**src/pkg/alu_pkg.sv**
```systemverilog
// Shared constants, types and register map of the instruction-subset datapath
package alu_pkg;

  // ****************************************************************
  // Widths and sizes
  // ****************************************************************
  localparam int DATA_W       = 8;    // Data word width
  localparam int FILE_ADDR_W  = 7;    // Register file address width
  localparam int FILE_DEPTH   = 128;  // Register file words
  localparam int PC_WIDTH     = 13;   // Program counter width
  localparam int STACK_SLOTS  = 8;    // Return stack depth
  localparam int WDT_WIDTH    = 8;    // Watchdog counter width
  localparam int PRESC_WIDTH  = 8;    // Watchdog prescaler width
  localparam int BUS_W        = 32;   // Bus data width
  localparam int OFF_W        = 8;    // Decoded address bits

  // ****************************************************************
  // Timing
  // ****************************************************************
  localparam int CLK_PERIOD_NS  = 10;  // hclk period
  localparam int CYCLE_CLOCKS   = 4;   // Oscillator clocks per instruction cycle
  localparam int PHASE_W        = 2;   // Width of the phase counter
  localparam logic [PHASE_W-1:0] PHASE_LAST = PHASE_W'(CYCLE_CLOCKS - 1);
  localparam logic [PHASE_W-1:0] PHASE_ZERO = 2'h0;

  // ****************************************************************
  // Register byte offsets
  // ****************************************************************
  localparam logic [OFF_W-1:0] OFF_CMD    = 8'h00;  // Instruction issue
  localparam logic [OFF_W-1:0] OFF_STATUS = 8'h04;  // Flags and state
  localparam logic [OFF_W-1:0] OFF_ACC    = 8'h08;  // Accumulator
  localparam logic [OFF_W-1:0] OFF_PC     = 8'h0C;  // Program counter
  localparam logic [OFF_W-1:0] OFF_STACK  = 8'h10;  // Stack push / top
  localparam logic [OFF_W-1:0] OFF_WDT    = 8'h14;  // Watchdog view
  localparam logic [OFF_W-1:0] OFF_FADDR  = 8'h18;  // File window address
  localparam logic [OFF_W-1:0] OFF_FDATA  = 8'h1C;  // File window data
  localparam logic [OFF_W-1:0] OFF_CTRL   = 8'h20;  // Watchdog enable
  localparam logic [OFF_W-1:0] OFF_WAKE   = 8'h24;  // Wake from halt

  // ****************************************************************
  // Field positions
  // ****************************************************************
  localparam int CMD_OP_LSB    = 0;   // Operation code
  localparam int CMD_OP_W      = 3;
  localparam int CMD_DEST_BIT  = 4;   // Destination select
  localparam int CMD_ADDR_LSB  = 8;   // Register file address
  localparam int CMD_LIT_LSB   = 16;  // Literal
  localparam int ST_BUSY_BIT   = 8;   // Status: executing
  localparam int ST_HALT_BIT   = 9;   // Status: halted
  localparam int STK_PTR_LSB   = 16;  // Stack view: pointer
  localparam int WDT_PRE_LSB   = 8;   // Watchdog view: prescaler
  localparam int CTRL_WDT_BIT  = 0;   // Control: watchdog run
  localparam logic DEST_ACC    = 1'b0;
  localparam logic DEST_REG    = 1'b1;

  // ****************************************************************
  // Types
  // ****************************************************************
  typedef enum logic [CMD_OP_W-1:0] {
    op_nop, op_return, op_halt, literal_minus_acc_op,
    reg_minus_acc_op, literal_xor_op, reg_xor_op, nibble_exchange_op
  } op_e;

  typedef enum {st_idle, st_wait, st_return2, st_halted} exec_state_e;

  typedef struct packed {
    op_e                    op;
    logic                   dest;
    logic [FILE_ADDR_W-1:0] addr;
    logic [DATA_W-1:0]      lit;
  } cmd_s;

  typedef struct packed {
    logic watchdog_expiry_flag;
    logic power_down_flag;
    logic zero;
    logic half_carry_flag;
    logic carry;
  } flags_s;

  typedef struct packed {
    logic             valid;
    logic             write;
    logic [OFF_W-1:0] addr;
  } ahb_cap_s;

  // ****************************************************************
  // Reset values
  // ****************************************************************
  localparam flags_s FLAGS_RST = '{watchdog_expiry_flag: 1'b1, power_down_flag: 1'b1,
                                   zero: 1'b0, half_carry_flag: 1'b0, carry: 1'b0};
  localparam cmd_s   CMD_RST   = '{op: op_nop, dest: 1'b0, addr: 7'h00, lit: 8'h00};

endpackage

```
**src/alu_instruction_subset.sv**
```systemverilog
// Instruction-subset execution datapath with an AHB-Lite register slave
// Summary of operation
// - Return pops stack into PC, flags kept
// - Return takes two instruction cycles
// - Halt clears power-down, sets expiry flag
// - Halt clears watchdog counter and prescaler
// - Halt stops oscillator until wake-up
// - Literal minus accumulator into accumulator, C/DC/Z
// - Register minus accumulator, C/DC/Z updated
// - Destination bit: 0 accumulator, 1 register
// - Literal xor into accumulator, Z only
// - Register xor to destination, Z only
// - Nibble exchange, no flag changes
// - Zero flag shows 8-bit result zero
`timescale 1ns/10ps
`default_nettype none
module alu_instruction_subset #(
  parameter int PC_W    = alu_pkg::PC_WIDTH,     // Program counter width
  parameter int DEPTH   = alu_pkg::STACK_SLOTS,  // Return stack slots
  parameter int WDT_W   = alu_pkg::WDT_WIDTH,    // Watchdog counter width
  parameter int PRESC_W = alu_pkg::PRESC_WIDTH   // Watchdog prescaler width
) (
  input  wire logic                        hclk,
  input  wire logic                        hresetn,
  input  wire logic                        hsel,
  input  wire logic [alu_pkg::BUS_W-1:0]   haddr,
  input  wire logic [1:0]                  htrans,
  input  wire logic                        hwrite,
  input  wire logic [2:0]                  hsize,
  input  wire logic [alu_pkg::BUS_W-1:0]   hwdata,
  input  wire logic                        hready,
  output logic      [alu_pkg::BUS_W-1:0]   hrdata,
  output logic                             hreadyout,
  output logic                             hresp,
  input  wire logic                        wake_req,
  output logic                             osc_enable,
  output logic                             exec_busy
);
  import alu_pkg::*;

  localparam int SP_W = $clog2(DEPTH);  // Stack pointer width

  // ****************************************************************
  // State declarations
  // ****************************************************************
  ahb_cap_s               cap;                  // Captured address phase
  exec_state_e            state;                // Execution state
  exec_state_e            next_state;           // Next execution state
  cmd_s                   cmd;                  // Instruction being executed
  flags_s                 flags;                // Status flags
  flags_s                 next_flags;           // Next status flags
  logic [DATA_W-1:0]      acc;                  // Working accumulator
  logic [DATA_W-1:0]      next_acc;             // Next accumulator
  logic [PC_W-1:0]        pc;                   // Program counter
  logic [PC_W-1:0]        next_pc;              // Next program counter
  logic [PC_W-1:0]        stack [DEPTH];        // Return stack slots
  logic [SP_W-1:0]        sp;                   // Next free stack slot
  logic [DATA_W-1:0]      file_mem [FILE_DEPTH]; // Data register file
  logic [FILE_ADDR_W-1:0] file_addr;            // Bus window address
  logic [PHASE_W-1:0]     phase;                // Clock within instruction cycle
  logic [WDT_W-1:0]       watchdog_counter;     // Watchdog count
  logic [PRESC_W-1:0]     presc;                // Watchdog prescaler
  logic                   wdt_run;              // Watchdog enabled by software

  // ****************************************************************
  // Bus decode
  // ****************************************************************
  // Write strobe for one offset, valid in the data phase
  function automatic logic wr_hit(input ahb_cap_s c, input logic [OFF_W-1:0] off);
    return c.valid & c.write & (c.addr == off);
  endfunction

  // Address phase accepted; hsize is ignored since only words are used
  wire logic             addr_take = hsel & hready & htrans[1];
  wire logic [OFF_W-1:0] req_off   = haddr[OFF_W-1:0];
  wire logic             wr_cmd    = wr_hit(cap, OFF_CMD);
  wire logic             wr_acc    = wr_hit(cap, OFF_ACC);
  wire logic             wr_pc     = wr_hit(cap, OFF_PC);
  wire logic             wr_push   = wr_hit(cap, OFF_STACK);
  wire logic             wr_faddr  = wr_hit(cap, OFF_FADDR);
  wire logic             wr_fdata  = wr_hit(cap, OFF_FDATA);
  wire logic             wr_ctrl   = wr_hit(cap, OFF_CTRL);
  wire logic             wr_wake   = wr_hit(cap, OFF_WAKE);

  // Instruction word fields from the write data
  wire cmd_s bus_cmd = '{op:   op_e'(hwdata[CMD_OP_LSB +: CMD_OP_W]),
                         dest: hwdata[CMD_DEST_BIT],
                         addr: hwdata[CMD_ADDR_LSB +: FILE_ADDR_W],
                         lit:  hwdata[CMD_LIT_LSB +: DATA_W]};

  // ****************************************************************
  // Instruction cycle divider
  // ****************************************************************
  // one tick per four clocks
  wire logic halted = (state == st_halted);
  wire logic tick   = (phase == PHASE_LAST) & ~halted;

  // Phase counter freezes while the oscillator is stopped
  always_ff @(posedge hclk or negedge hresetn) begin
    if (!hresetn) begin
      phase <= PHASE_ZERO;
    end else if (!halted) begin
      phase <= (phase == PHASE_LAST) ? PHASE_ZERO : phase + PHASE_W'(1);
    end
  end

  // ****************************************************************
  // Datapath
  // ****************************************************************
  wire logic              is_literal = (cmd.op == literal_minus_acc_op) |
                                       (cmd.op == literal_xor_op);
  wire logic [DATA_W-1:0] operand    = is_literal ? cmd.lit : file_mem[cmd.addr];
  wire logic              execute    = (state == st_wait) & tick;
  wire logic              do_return  = execute & (cmd.op == op_return);
  wire logic              do_halt    = execute & (cmd.op == op_halt);
  wire logic [SP_W-1:0]   sp_top     = sp - SP_W'(1);
  logic [DATA_W-1:0]      result;
  logic                   res_c;
  logic                   res_dc;
  logic                   res_z;
  logic                   upd_arith;
  logic                   upd_zero;
  logic                   to_acc;
  logic                   to_reg;

  // Result and flag computation
  alu_result_unit u_result (
    .op           (cmd.op),
    .acc          (acc),
    .operand      (operand),
    .dest         (cmd.dest),
    .result       (result),
    .carry        (res_c),
    .half_carry   (res_dc),
    .zero         (res_z),
    .update_arith (upd_arith),
    .update_zero  (upd_zero),
    .write_acc    (to_acc),
    .write_reg    (to_reg)
  );

  // ****************************************************************
  // Watchdog
  // ****************************************************************
  // Prescaler and counter run on hclk so they keep counting in halt
  wire logic presc_full = (presc == {PRESC_W{1'b1}});
  wire logic wdt_full   = (watchdog_counter == {WDT_W{1'b1}});
  wire logic wdt_over   = wdt_run & presc_full & wdt_full & ~do_halt;

  // Counter and prescaler; the halt clear wins over counting
  always_ff @(posedge hclk or negedge hresetn) begin
    if (!hresetn) begin
      presc            <= '0;
      watchdog_counter <= '0;
    end else if (do_halt) begin
      presc            <= '0;
      watchdog_counter <= '0;
    end else if (wdt_run) begin
      presc <= presc + PRESC_W'(1);
      if (presc_full) begin
        watchdog_counter <= watchdog_counter + WDT_W'(1);
      end
    end
  end

  // Watchdog run bit written by software
  always_ff @(posedge hclk or negedge hresetn) begin
    if (!hresetn) begin
      wdt_run <= 1'b0;
    end else if (wr_ctrl) begin
      wdt_run <= hwdata[CTRL_WDT_BIT];
    end
  end

  // ****************************************************************
  // Execution sequencer
  // ****************************************************************
  // Next state of the sequencer
  always_comb begin
    next_state = state;
    case (state)
      // New instructions are taken only when idle
      st_idle: begin
        if (wr_cmd) begin
          next_state = st_wait;
        end
      end
      // Wait for the next instruction-cycle boundary
      st_wait: begin
        if (tick) begin
          if (cmd.op == op_return) begin
            next_state = st_return2;
          end else if (cmd.op == op_halt) begin
            next_state = st_halted;
          end else begin
            next_state = st_idle;
          end
        end
      end
      // Second instruction cycle of a return
      st_return2: begin
        if (tick) begin
          next_state = st_idle;
        end
      end
      st_halted: begin
        if (wake_req | wr_wake | wdt_over) begin
          next_state = st_idle;
        end
      end
      default: begin
        next_state = st_idle;
      end
    endcase
  end

  // State register and registered outputs
  always_ff @(posedge hclk or negedge hresetn) begin
    if (!hresetn) begin
      state      <= st_idle;
      osc_enable <= 1'b1;
      exec_busy  <= 1'b0;
    end else begin
      state      <= next_state;
      osc_enable <= (next_state != st_halted);
      exec_busy  <= (next_state == st_wait) | (next_state == st_return2);
    end
  end

  // Latch the instruction when it is accepted
  always_ff @(posedge hclk or negedge hresetn) begin
    if (!hresetn) begin
      cmd <= CMD_RST;
    end else if (wr_cmd & (state == st_idle)) begin
      cmd <= bus_cmd;
    end
  end

  // ****************************************************************
  // Program counter and return stack
  // ****************************************************************
  // top entry loads the PC
  always_comb begin
    next_pc = pc;
    if (do_return) begin
      next_pc = stack[sp_top];
    end else if (execute) begin
      next_pc = pc + PC_W'(1);
    end else if (wr_pc) begin
      next_pc = hwdata[PC_W-1:0];
    end
  end

  // Program counter register
  always_ff @(posedge hclk or negedge hresetn) begin
    if (!hresetn) begin
      pc <= '0;
    end else begin
      pc <= next_pc;
    end
  end

  // Stack pointer: pop on return, push by software; wraps like a ring
  always_ff @(posedge hclk or negedge hresetn) begin
    if (!hresetn) begin
      sp <= '0;
    end else if (do_return) begin
      sp <= sp_top;
    end else if (wr_push) begin
      sp <= sp + SP_W'(1);
    end
  end

  // Stack slots hold no reset, like a memory
  always_ff @(posedge hclk) begin
    if (wr_push & ~do_return) begin
      stack[sp] <= hwdata[PC_W-1:0];
    end
  end

  // ****************************************************************
  // Accumulator, register file and flags
  // ****************************************************************
  // Execution has priority over a software write of the accumulator
  always_comb begin
    next_acc = acc;
    if (execute & to_acc) begin
      next_acc = result;
    end else if (wr_acc) begin
      next_acc = hwdata[DATA_W-1:0];
    end
  end

  // Accumulator register
  always_ff @(posedge hclk or negedge hresetn) begin
    if (!hresetn) begin
      acc <= '0;
    end else begin
      acc <= next_acc;
    end
  end

  // Register file: write-back of a result beats a bus write
  always_ff @(posedge hclk) begin
    if (execute & to_reg) begin
      file_mem[cmd.addr] <= result;
    end else if (wr_fdata) begin
      file_mem[file_addr] <= hwdata[DATA_W-1:0];
    end
  end

  // Register file window address
  always_ff @(posedge hclk or negedge hresetn) begin
    if (!hresetn) begin
      file_addr <= '0;
    end else if (wr_faddr) begin
      file_addr <= hwdata[FILE_ADDR_W-1:0];
    end
  end

  // Flag updates; a return leaves every flag alone
  always_comb begin
    next_flags = flags;
    if (execute & upd_arith) begin
      next_flags.carry           = res_c;
      next_flags.half_carry_flag = res_dc;
    end
    if (execute & upd_zero) begin
      next_flags.zero = res_z;
    end
    if (do_halt) begin
      next_flags.power_down_flag      = 1'b0;
      next_flags.watchdog_expiry_flag = 1'b1;
    end else if (wdt_over) begin
      next_flags.watchdog_expiry_flag = 1'b0;
    end
  end

  // Flag register
  always_ff @(posedge hclk or negedge hresetn) begin
    if (!hresetn) begin
      flags <= FLAGS_RST;
    end else begin
      flags <= next_flags;
    end
  end

  // ****************************************************************
  // Read data and bus response
  // ****************************************************************
  wire logic [BUS_W-1:0] status_word = BUS_W'(flags) |
                                       (BUS_W'(exec_busy) << ST_BUSY_BIT) |
                                       (BUS_W'(halted) << ST_HALT_BIT);
  wire logic [BUS_W-1:0] stack_word  = BUS_W'(stack[sp_top]) |
                                       (BUS_W'(sp) << STK_PTR_LSB);
  wire logic [BUS_W-1:0] wdt_word    = BUS_W'(watchdog_counter) |
                                       (BUS_W'(presc) << WDT_PRE_LSB);
  logic      [BUS_W-1:0] rd_word;

  // Read multiplexer; unmapped offsets read as zero
  always_comb begin
    case (req_off)
      OFF_CMD:    rd_word = BUS_W'(cmd);
      OFF_STATUS: rd_word = status_word;
      OFF_ACC:    rd_word = BUS_W'(acc);
      OFF_PC:     rd_word = BUS_W'(pc);
      OFF_STACK:  rd_word = stack_word;
      OFF_WDT:    rd_word = wdt_word;
      OFF_FADDR:  rd_word = BUS_W'(file_addr);
      OFF_FDATA:  rd_word = BUS_W'(file_mem[file_addr]);
      OFF_CTRL:   rd_word = BUS_W'(wdt_run);
      default:    rd_word = '0;
    endcase
  end

  // Capture the address phase; read data is registered for the data phase
  always_ff @(posedge hclk or negedge hresetn) begin
    if (!hresetn) begin
      cap       <= '0;
      hrdata    <= '0;
      hreadyout <= 1'b1;
      hresp     <= 1'b0;
    end else begin
      // Zero-wait slave, always OKAY
      hreadyout <= 1'b1;
      hresp     <= 1'b0;
      if (hready) begin
        cap <= '{valid: addr_take, write: hwrite, addr: req_off};
      end
      if (addr_take & ~hwrite) begin
        hrdata <= rd_word;
      end
    end
  end

endmodule // alu_instruction_subset
`default_nettype wire

```
**src/alu_result_unit.sv**
```systemverilog
// Combinational result and flag unit for the subtract, exclusive-OR and swap operations
`timescale 1ns/10ps
`default_nettype none
module alu_result_unit (
  input  wire alu_pkg::op_e              op,
  input  wire logic [alu_pkg::DATA_W-1:0] acc,
  input  wire logic [alu_pkg::DATA_W-1:0] operand,
  input  wire logic                       dest,
  output logic      [alu_pkg::DATA_W-1:0] result,
  output logic                            carry,
  output logic                            half_carry,
  output logic                            zero,
  output logic                            update_arith,
  output logic                            update_zero,
  output logic                            write_acc,
  output logic                            write_reg
);
  import alu_pkg::*;

  // ****************************************************************
  // Subtraction as operand plus inverted accumulator plus one
  // ****************************************************************
  wire logic [DATA_W:0] diff     = {1'b0, operand} + {1'b0, ~acc} + 9'h001;
  wire logic [4:0]      low_diff = {1'b0, operand[3:0]} + {1'b0, ~acc[3:0]} + 5'h01;
  wire logic            use_dest = (dest == DEST_REG);

  // Select result, flag updates and destination
  always_comb begin
    result       = operand;
    update_arith = 1'b0;
    update_zero  = 1'b0;
    write_acc    = 1'b0;
    write_reg    = 1'b0;
    case (op)
      literal_minus_acc_op: begin
        result       = diff[DATA_W-1:0];
        update_arith = 1'b1;
        update_zero  = 1'b1;
        write_acc    = 1'b1;
      end
      reg_minus_acc_op: begin
        result       = diff[DATA_W-1:0];
        update_arith = 1'b1;
        update_zero  = 1'b1;
        write_acc    = ~use_dest;
        write_reg    = use_dest;
      end
      literal_xor_op: begin
        result      = acc ^ operand;
        update_zero = 1'b1;
        write_acc   = 1'b1;
      end
      reg_xor_op: begin
        result      = acc ^ operand;
        update_zero = 1'b1;
        write_acc   = ~use_dest;
        write_reg   = use_dest;
      end
      nibble_exchange_op: begin
        result    = {operand[3:0], operand[7:4]};
        write_acc = ~use_dest;
        write_reg = use_dest;
      end
      // No datapath result for other operations
      default: begin
        result = operand;
      end
    endcase
  end

  assign carry      = diff[DATA_W];
  assign half_carry = low_diff[4];
  assign zero       = (result == 8'h00);

endmodule // alu_result_unit
`default_nettype wire
```
**config.mk**
```make
export PLATFORM = sky130hd
export DESIGN_NAME = alu_instruction_subset
export DESIGN_NICKNAME = d
export VERILOG_FILES = /design/src/pkg/alu_pkg.sv /design/src/alu_instruction_subset.sv /design/src/alu_result_unit.sv
export SDC_FILE = /design/constraint.sdc
export NUM_CORES = 2
export LEC_CHECK = 0
export BUFFER_PORTS_ARGS = -buffer_cell sky130_fd_sc_hd__clkbuf_2
export CORE_ASPECT_RATIO = 0.75
export CORE_UTILIZATION = 54
export DETAILED_ROUTE_END_ITERATION = 16
export PLACE_DENSITY = 0.84
export SYNTH_ARGS = -nofsm -noshare
export SYNTH_HDL_FRONTEND = slang
export SYNTH_SLANG_ARGS = --single-unit
```
**constraint.sdc**
```tcl
create_clock -name hclk -period 9.89 [get_ports hclk]
set_input_delay 1.978 -clock hclk [delete_from_list [all_inputs] [get_ports hclk]]
set_output_delay 1.978 -clock hclk [all_outputs]
set_load 0.01 [all_outputs]
```
**Word level (Yosys, flattened, before mapping)**

Memory sizes are Yosys's and may differ from the RTL's.
Index checks and enable logic that the tools add are counted.

- Add/sub/neg operators: 10
- Eq/ne operators: 33
- Mux-type cells: 39
- Bitwise gates (word level): 41
- Reduce and logical (&&, ||, !) cells: 18

Operators with widths:

| operator | count |
|---|---|
| case mux 19 bit (9 select lines) | 1 |
| equality test 32 x 2 -> 1 bit (second input constant) | 4 |
| 2-to-1 mux 32 bit | 4 |
| case mux 32 bit (4 select lines) | 1 |
| 2-to-1 mux 8 bit | 9 |
| equality test 32 x 3 -> 1 bit (second input constant) | 2 |
| zero test 32 bit | 2 |
| equality test 8 x 5 -> 1 bit (second input constant) | 7 |
| 2-to-1 mux 13 bit | 3 |
| equality test 32 x 1 -> 1 bit (second input constant) | 1 |
| equality test 8 x 4 -> 1 bit (second input constant) | 4 |
| inequality test 32 x 3 -> 1 bit (second input constant) | 1 |
| bitwise AND 1 bit | 25 |
| equality test 8 x 6 -> 1 bit (second input constant) | 3 |
| zero test 8 bit | 3 |
| case mux 8 bit (3 select lines) | 1 |
| OR 13 x 19 -> 19 bit | 1 |
| adder 8 x 1 -> 8 bit (second input constant) | 2 |
| equality test 8 bit (second input constant) | 2 |
| OR 8 x 16 -> 16 bit | 1 |
| adder 13 x 1 -> 13 bit (second input constant) | 1 |
| 2-to-1 mux 1 bit | 13 |
| equality test 3 bit (second input constant) | 4 |
| OR 9 x 10 -> 10 bit | 1 |
| other kinds (28) | 45 |

- Register bits: 150
- Memory bits (writable): 1128
- Input port bits: 75
- Memories kept: 2

Memory list:

| memory | depth | bits a word | rd ports | clocked after Yosys merged registers in | write ports | RTL line | RTL |
|---|---|---|---|---|---|---|---|
| file_mem | 128 | 8 | 2 | 0 | 1 | alu_instruction_subset.sv:58 | `logic [DATA_W-1:0] file_mem [FILE_DEPTH];` |
| stack | 8 | 13 | 1 | 0 | 1 | alu_instruction_subset.sv:56 | `logic [PC_W-1:0] stack [DEPTH];` |

**Longest topological paths before layout**

- Depth after elaboration: 12
- Gate-level depth with buffers: 23

**Cells and area by module**

From an unflattened synthesis, not the netlist that was laid out.

- Cells, all modules: 3631
- Area total of the unflattened synthesis: 60086.4 µm²

By module, submodules not included:

| module | instances | cells an instance | area each (µm²) | sequential area each (µm²) |
|---|---|---|---|---|
| alu_instruction_subset | 1 | 3512 | 59310.6 | 37304.5 |
| alu_result_unit | 1 | 119 | 775.7 | 0.0 |

**Least setup slack after synthesis**

OpenSTA, ideal clock, no wires.

- Path type: reg2reg
- Start point: reg cmd[8] (netlist name)
- End point: mem file_mem[0][7] (data pin)
- Setup time: 1.223 ns
- Data arrival time: 9.087 ns
- Required time: 8.667 ns
- Path slack: -0.420 ns
- Stages on the path, launching flop included: 21
- Cells stage by stage: dfrtp_1 > buf_4 > buf_4 > buf_4 > buf_4 > mux4_2 > nand3_1 > nand2_1 > a41oi_1 > nand4_1 > and3_1 > a21o_1 > ha_1 > o21a_1 > o21a_1 > o21a_1 > a31oi_1 > a21o_1 > nand2_1 > a211o_1 > o31ai_1

- Cells in the longest elaborated chain, start to end: 6
- Elaborated cells on any way between the ends: 7
- Those cells by class: add/sub (2); mux (3); bitwise (1); memory (1)

Ends and longest elaborated chain:

| element | RTL line | RTL |
|---|---|---|
| from (decl) | alu_instruction_subset.sv:49 | `cmd_s cmd;` |
| from (signal assigned) | alu_instruction_subset.sv:235 | `cmd <= bus_cmd;` |
| memory read (128 x 8 bit) * | -- |  |
| 2-to-1 mux 8 bit * | alu_instruction_subset.sv:112 | `wire logic [DATA_W-1:0] operand = is_literal ? cmd.lit : file_mem[cmd.addr];` |
| adder 8 x 8 -> 9 bit | alu_result_unit.sv:23 | `wire logic [DATA_W:0] diff = {1'b0, operand} + {1'b0, ~acc} + 9'h001;` |
| adder 9 x 1 -> 9 bit | alu_result_unit.sv:23 |  |
| case mux 8 bit (3 select lines) * | alu_result_unit.sv:34 | `case (op)` |
| 2-to-1 mux 8 bit (no line) * | -- |  |
| to (decl) | alu_instruction_subset.sv:58 |  |

Mark *: on every way between the ends. The rest lies on a longest branch, timed or not.

**Final worst setup path**

- Start point: reg cmd[8] (netlist name)
- End point: mem file_mem[65][5] (data pin)

The elaborated chain is that of the path after synthesis.

==> summary.md <==
| Metric | Value |
|---|---|
| Via count | `around 38,000` |
| # hold bufs at CTS | `0` |
| Layout cells sized above 1 | `0.283` |
| Tot GR Track Use | `0.321` |
| Post-Syn Area | `roughly 0.06 mm²` |
| Top cell type's share of synthesized area | `0.566` |
| Synth unique cells | `a little under 80` |
| CTS root buf | `clkbuf_16` |
| Core box area | `between 0.1 and 0.15 mm²` |
| HPWL after DPL | `111,000 µm` |
| Clk_lat worst skew | `0.78 ns` |
| Ports | `around 110` |
| Reg-to-reg startpoint | `cmd[8]` |
| Wire per inst | `around 36 µm` |
| Max incr delay on CP | `slightly below 0.7 ns` |
| Unrepaired setup endpoints after global routing | `false` |
| Fillers | `7,439` |
| Slew @ Worst Pin | `1.48 ns` |
| Rows | `roughly 110` |
| Fin crit period | `between 7 and 8 ns` |
| Outcome | `complete, but fails checks` |
| CP dominant cell by count | `o21a_1` |
| Mapped Cells | `3,413` |
| Resized cells post-CTS | `0` |
| Hold path cells | `2` |
| DRC | `0` |
| Area grow syn2layout | `9.66%` |
| Ys flop type | `edfxtp_1` |
| Power density of the placed cells | `around 180 mW/mm²` |
| Initial DRC count | `around 7,600` |
| GPL Wtd Cong | `0.954` |
| Setup TNS | `0 ns` |
| Peak VDD IR | `between 0.1 and 0.15 mV` |
| Largest net degree at the start of global routing | `~140` |
| Number of cells on the worst reg-to-reg path | `16` |
| First-pass GRT wire length | `roughly 260,000 µm` |
| # H-tree levels | `3` |
| Worst Hold End | `hrdata[13]` |
| DIE HEIGHT | `~290 µm` |
| 1st-pass router iterations | `9` |
| Final ANT Viol Nets | `0` |
| WP buf/inv | `2` |
| Min-delay src | `hrdata[13]` |
| Crit-path cells | `buf_12 > mux4_2 > mux4_2 > o21ai_0 > a31oi_1 > and3_1 > a21o_1 > ha_1 > o21a_1 > o21a_1 > o21a_1 > o31ai_1 > a22o_1 > o31a_1 > o31ai_4 > buf_4` |
| # Post-CTS Setup Buffers | `0` |
| Asr flop ratio synth | `0.108` |
| Clock-pin slew on the worst setup and hold paths | `about 0.060 ns` |
| Failing checks | `capacitance limit` |
| Die area | `around 0.11 mm²` |
| Via-per-instance ratio | `between 7 and 8` |
| Yosys Warn Count | `0` |
| CP required | `10.30 ns` |
| Post-synth EDFFs | `between 1,000 and 1,500` |
| Top post-synthesis cells by area | `edfxtp_1 (57%), mux4_2 (22%), dfrtp_1 (5.6%)` |
| Max Buffers Root-to-Sink | `3` |
| F_max | `around 0.14 GHz` |
| Sequential-to-total area share from yosys stat | `0.623` |
| Final period utilization | `0.737` |
| Maximum fanout along the worst path | `between 60 and 70` |
| Initial antenna violation count | `9` |
| Synth Register Bits | `~1,300` |
| Nets | `about 3,500` |
| Mean Syn Cell Area | `between 15 and 20 µm²` |
| Fin. Hold Viols | `0` |
| CP arrival | `approximately 7.7 ns` |
| Port Buf Inserts | `58` |
| Max Cap Violations | `1` |
| TritonCTS clock tree | `yes` |
| Die Wd | `between 300 and 400 µm` |
| Slew Limit Fails | `0` |
| Initial Utilization | `0.546` |
| Leading area contributor after synthesis | `edfxtp_1` |
| Post-Route WL | `between 150,000 and 200,000 µm` |
| Clock sinks | `between 1,000 and 1,500` |
| CP top delay family | `compound AO/OA/AOI/OAI gates` |
| Post-DP Area | `0.0617 mm²` |
| CP startpoint kind | `flip-flop` |
| Worst r2r dst | `file_mem[65][5]` |
| Crit Path Category | `reg2reg` |
| Gr ovfl total | `0` |
| Setup Viol. Count Final | `0` |
| CP Capture Type | `flip-flop` |
| R2r setup slk | `approximately 2.6 ns` |
| Number of buffers created by CTS | `about 120` |
| Slowest CP cell | `o21ai_0` |
| HP Class | `reg2reg` |
| Final instance area | `approximately 0.066 mm²` |
| Max-Slew Margin vs Limit | `0.00398` |
| Number of global-route vias before repair | `~37,000` |
| Leakage power | `around 21 nW` |
| Power Total | `0.0121 W` |
| Clock Skew | `about 0.084 ns` |
[layer usage]
metal / global-route usage / share of wire
met5: 0.00677 / 0.0012
met4: 0.129 / 0.048
met3: 0.149 / 0.18
met2: 0.450 / 0.43
met1: 0.436 / 0.34
[cells by family (layout without fill, tap and decap cells)]
kind of cell / count (synthesis) / in the layout / share of synthesized area
muxes: 759 / 759 / 0.251
DFF: 1265 / 1265 / 0.623
adders and majority gates: 19 / 19 / 0.00410
other: 2 / 51 / 0.000125
xor gates and xnor gates: 33 / 33 / 0.00483
and+or+nand+nor: 643 / 643 / 0.0486
AOI/OAI and AO/OA: 394 / 394 / 0.0442
buffers and inverters: 298 / 390 / 0.0242
[Yosys cell counts, types with 14 or more instances]
master and n:
ha_1 18, inv_1 31, nor2_1 234, buf_4 34
a31oi_1 25, nor3_1 29, mux4_2 588, a21oi_1 49
nor2b_1 20, buf_2 74, buf_1 20, o21ai_0 108
or2_2 14, dfrtp_1 134, xnor2_1 16, nand3_1 63
o22ai_1 30, nand2_1 182, mux2i_1 118, nand4_1 15
a22oi_1 37, buf_6 15, edfxtp_1 1128, clkbuf_1 123
nor4_1 18, o221ai_1 21, nand2b_1 22, mux2_2 53
xor2_1 17
[worst min-delay path, cell delays in order (launching register included)]
cell	delay [ns]
dfrtp_1	0.34
nand2_1	0.04
o21ai_0	0.06
[final cells by class]
class                      instances  area, µm²  area share
inverter                          32        123     0.00187
clock inverter                    69        802      0.0122
sequential                      1265      37300       0.569
clock buffer                     146       3100      0.0472
timing repair buffer             143       1070      0.0163
antenna                            6       15.0    0.000229
multi-input combinational       1893      21400       0.326
tap                             1444       1810      0.0275
[layout by cell type (no fill, tap or decap), types with 63 or more instances in the layout]
cell       count
edfxtp_1    1128
nand3_1       63
clkbuf_16    118
o21ai_0      105
mux2i_1      118
mux4_2       588
nand2_1      182
buf_4         74
nor2_1       233
dfrtp_1      125
[stage by stage]
stage               worst slack, ns  utilization  cells  hold WS [ns]
floorplan                    0.0570            -   3456         0.462
global placement               3.12        0.563   4777         0.467
detailed placement             3.03        0.563   4777         0.470
CTS                            2.86        0.598   4992         0.483
global route                   2.42        0.598   4992         0.498
finish                         2.60        0.599   4998         0.482
[power by group]
group	total, W	internal (W)	switching, W	leakage [nW]
registers	0.00614	0.00607	0.0000678	11.7
logic	0.00125	0.000415	0.000839	7.61
clock network	0.00470	0.00264	0.00206	1.90
[sequential cells by signal, summed over array words and instances (netlist names)]
signal and cells:
file_mem 1024, stack 104, state 32, cmd 19, hrdata 19, pc 13, cap 10, acc 8
presc 8, watchdog_counter 8, file_addr 7, flags 5, sp 3, phase 2, exec_busy 1, osc_enable 1
wdt_run 1
[worst max-delay path by stage]
| stage | cells past startpoint | from | endpoint |
|---|---|---|---|
| global route | 16 | cmd[8] | file_mem[65][5] |
| global placement | 16 | cmd[8] | file_mem[0][5] |
| floorplan | 20 | cmd[8] | file_mem[0][4] |
| finish | 16 | cmd[8] | file_mem[65][5] |
| detailed placement | 16 | cmd[8] | file_mem[0][5] |
| CTS | 16 | cmd[8] | file_mem[65][5] |
Note: power is estimated with default switching activity, not from simulation.
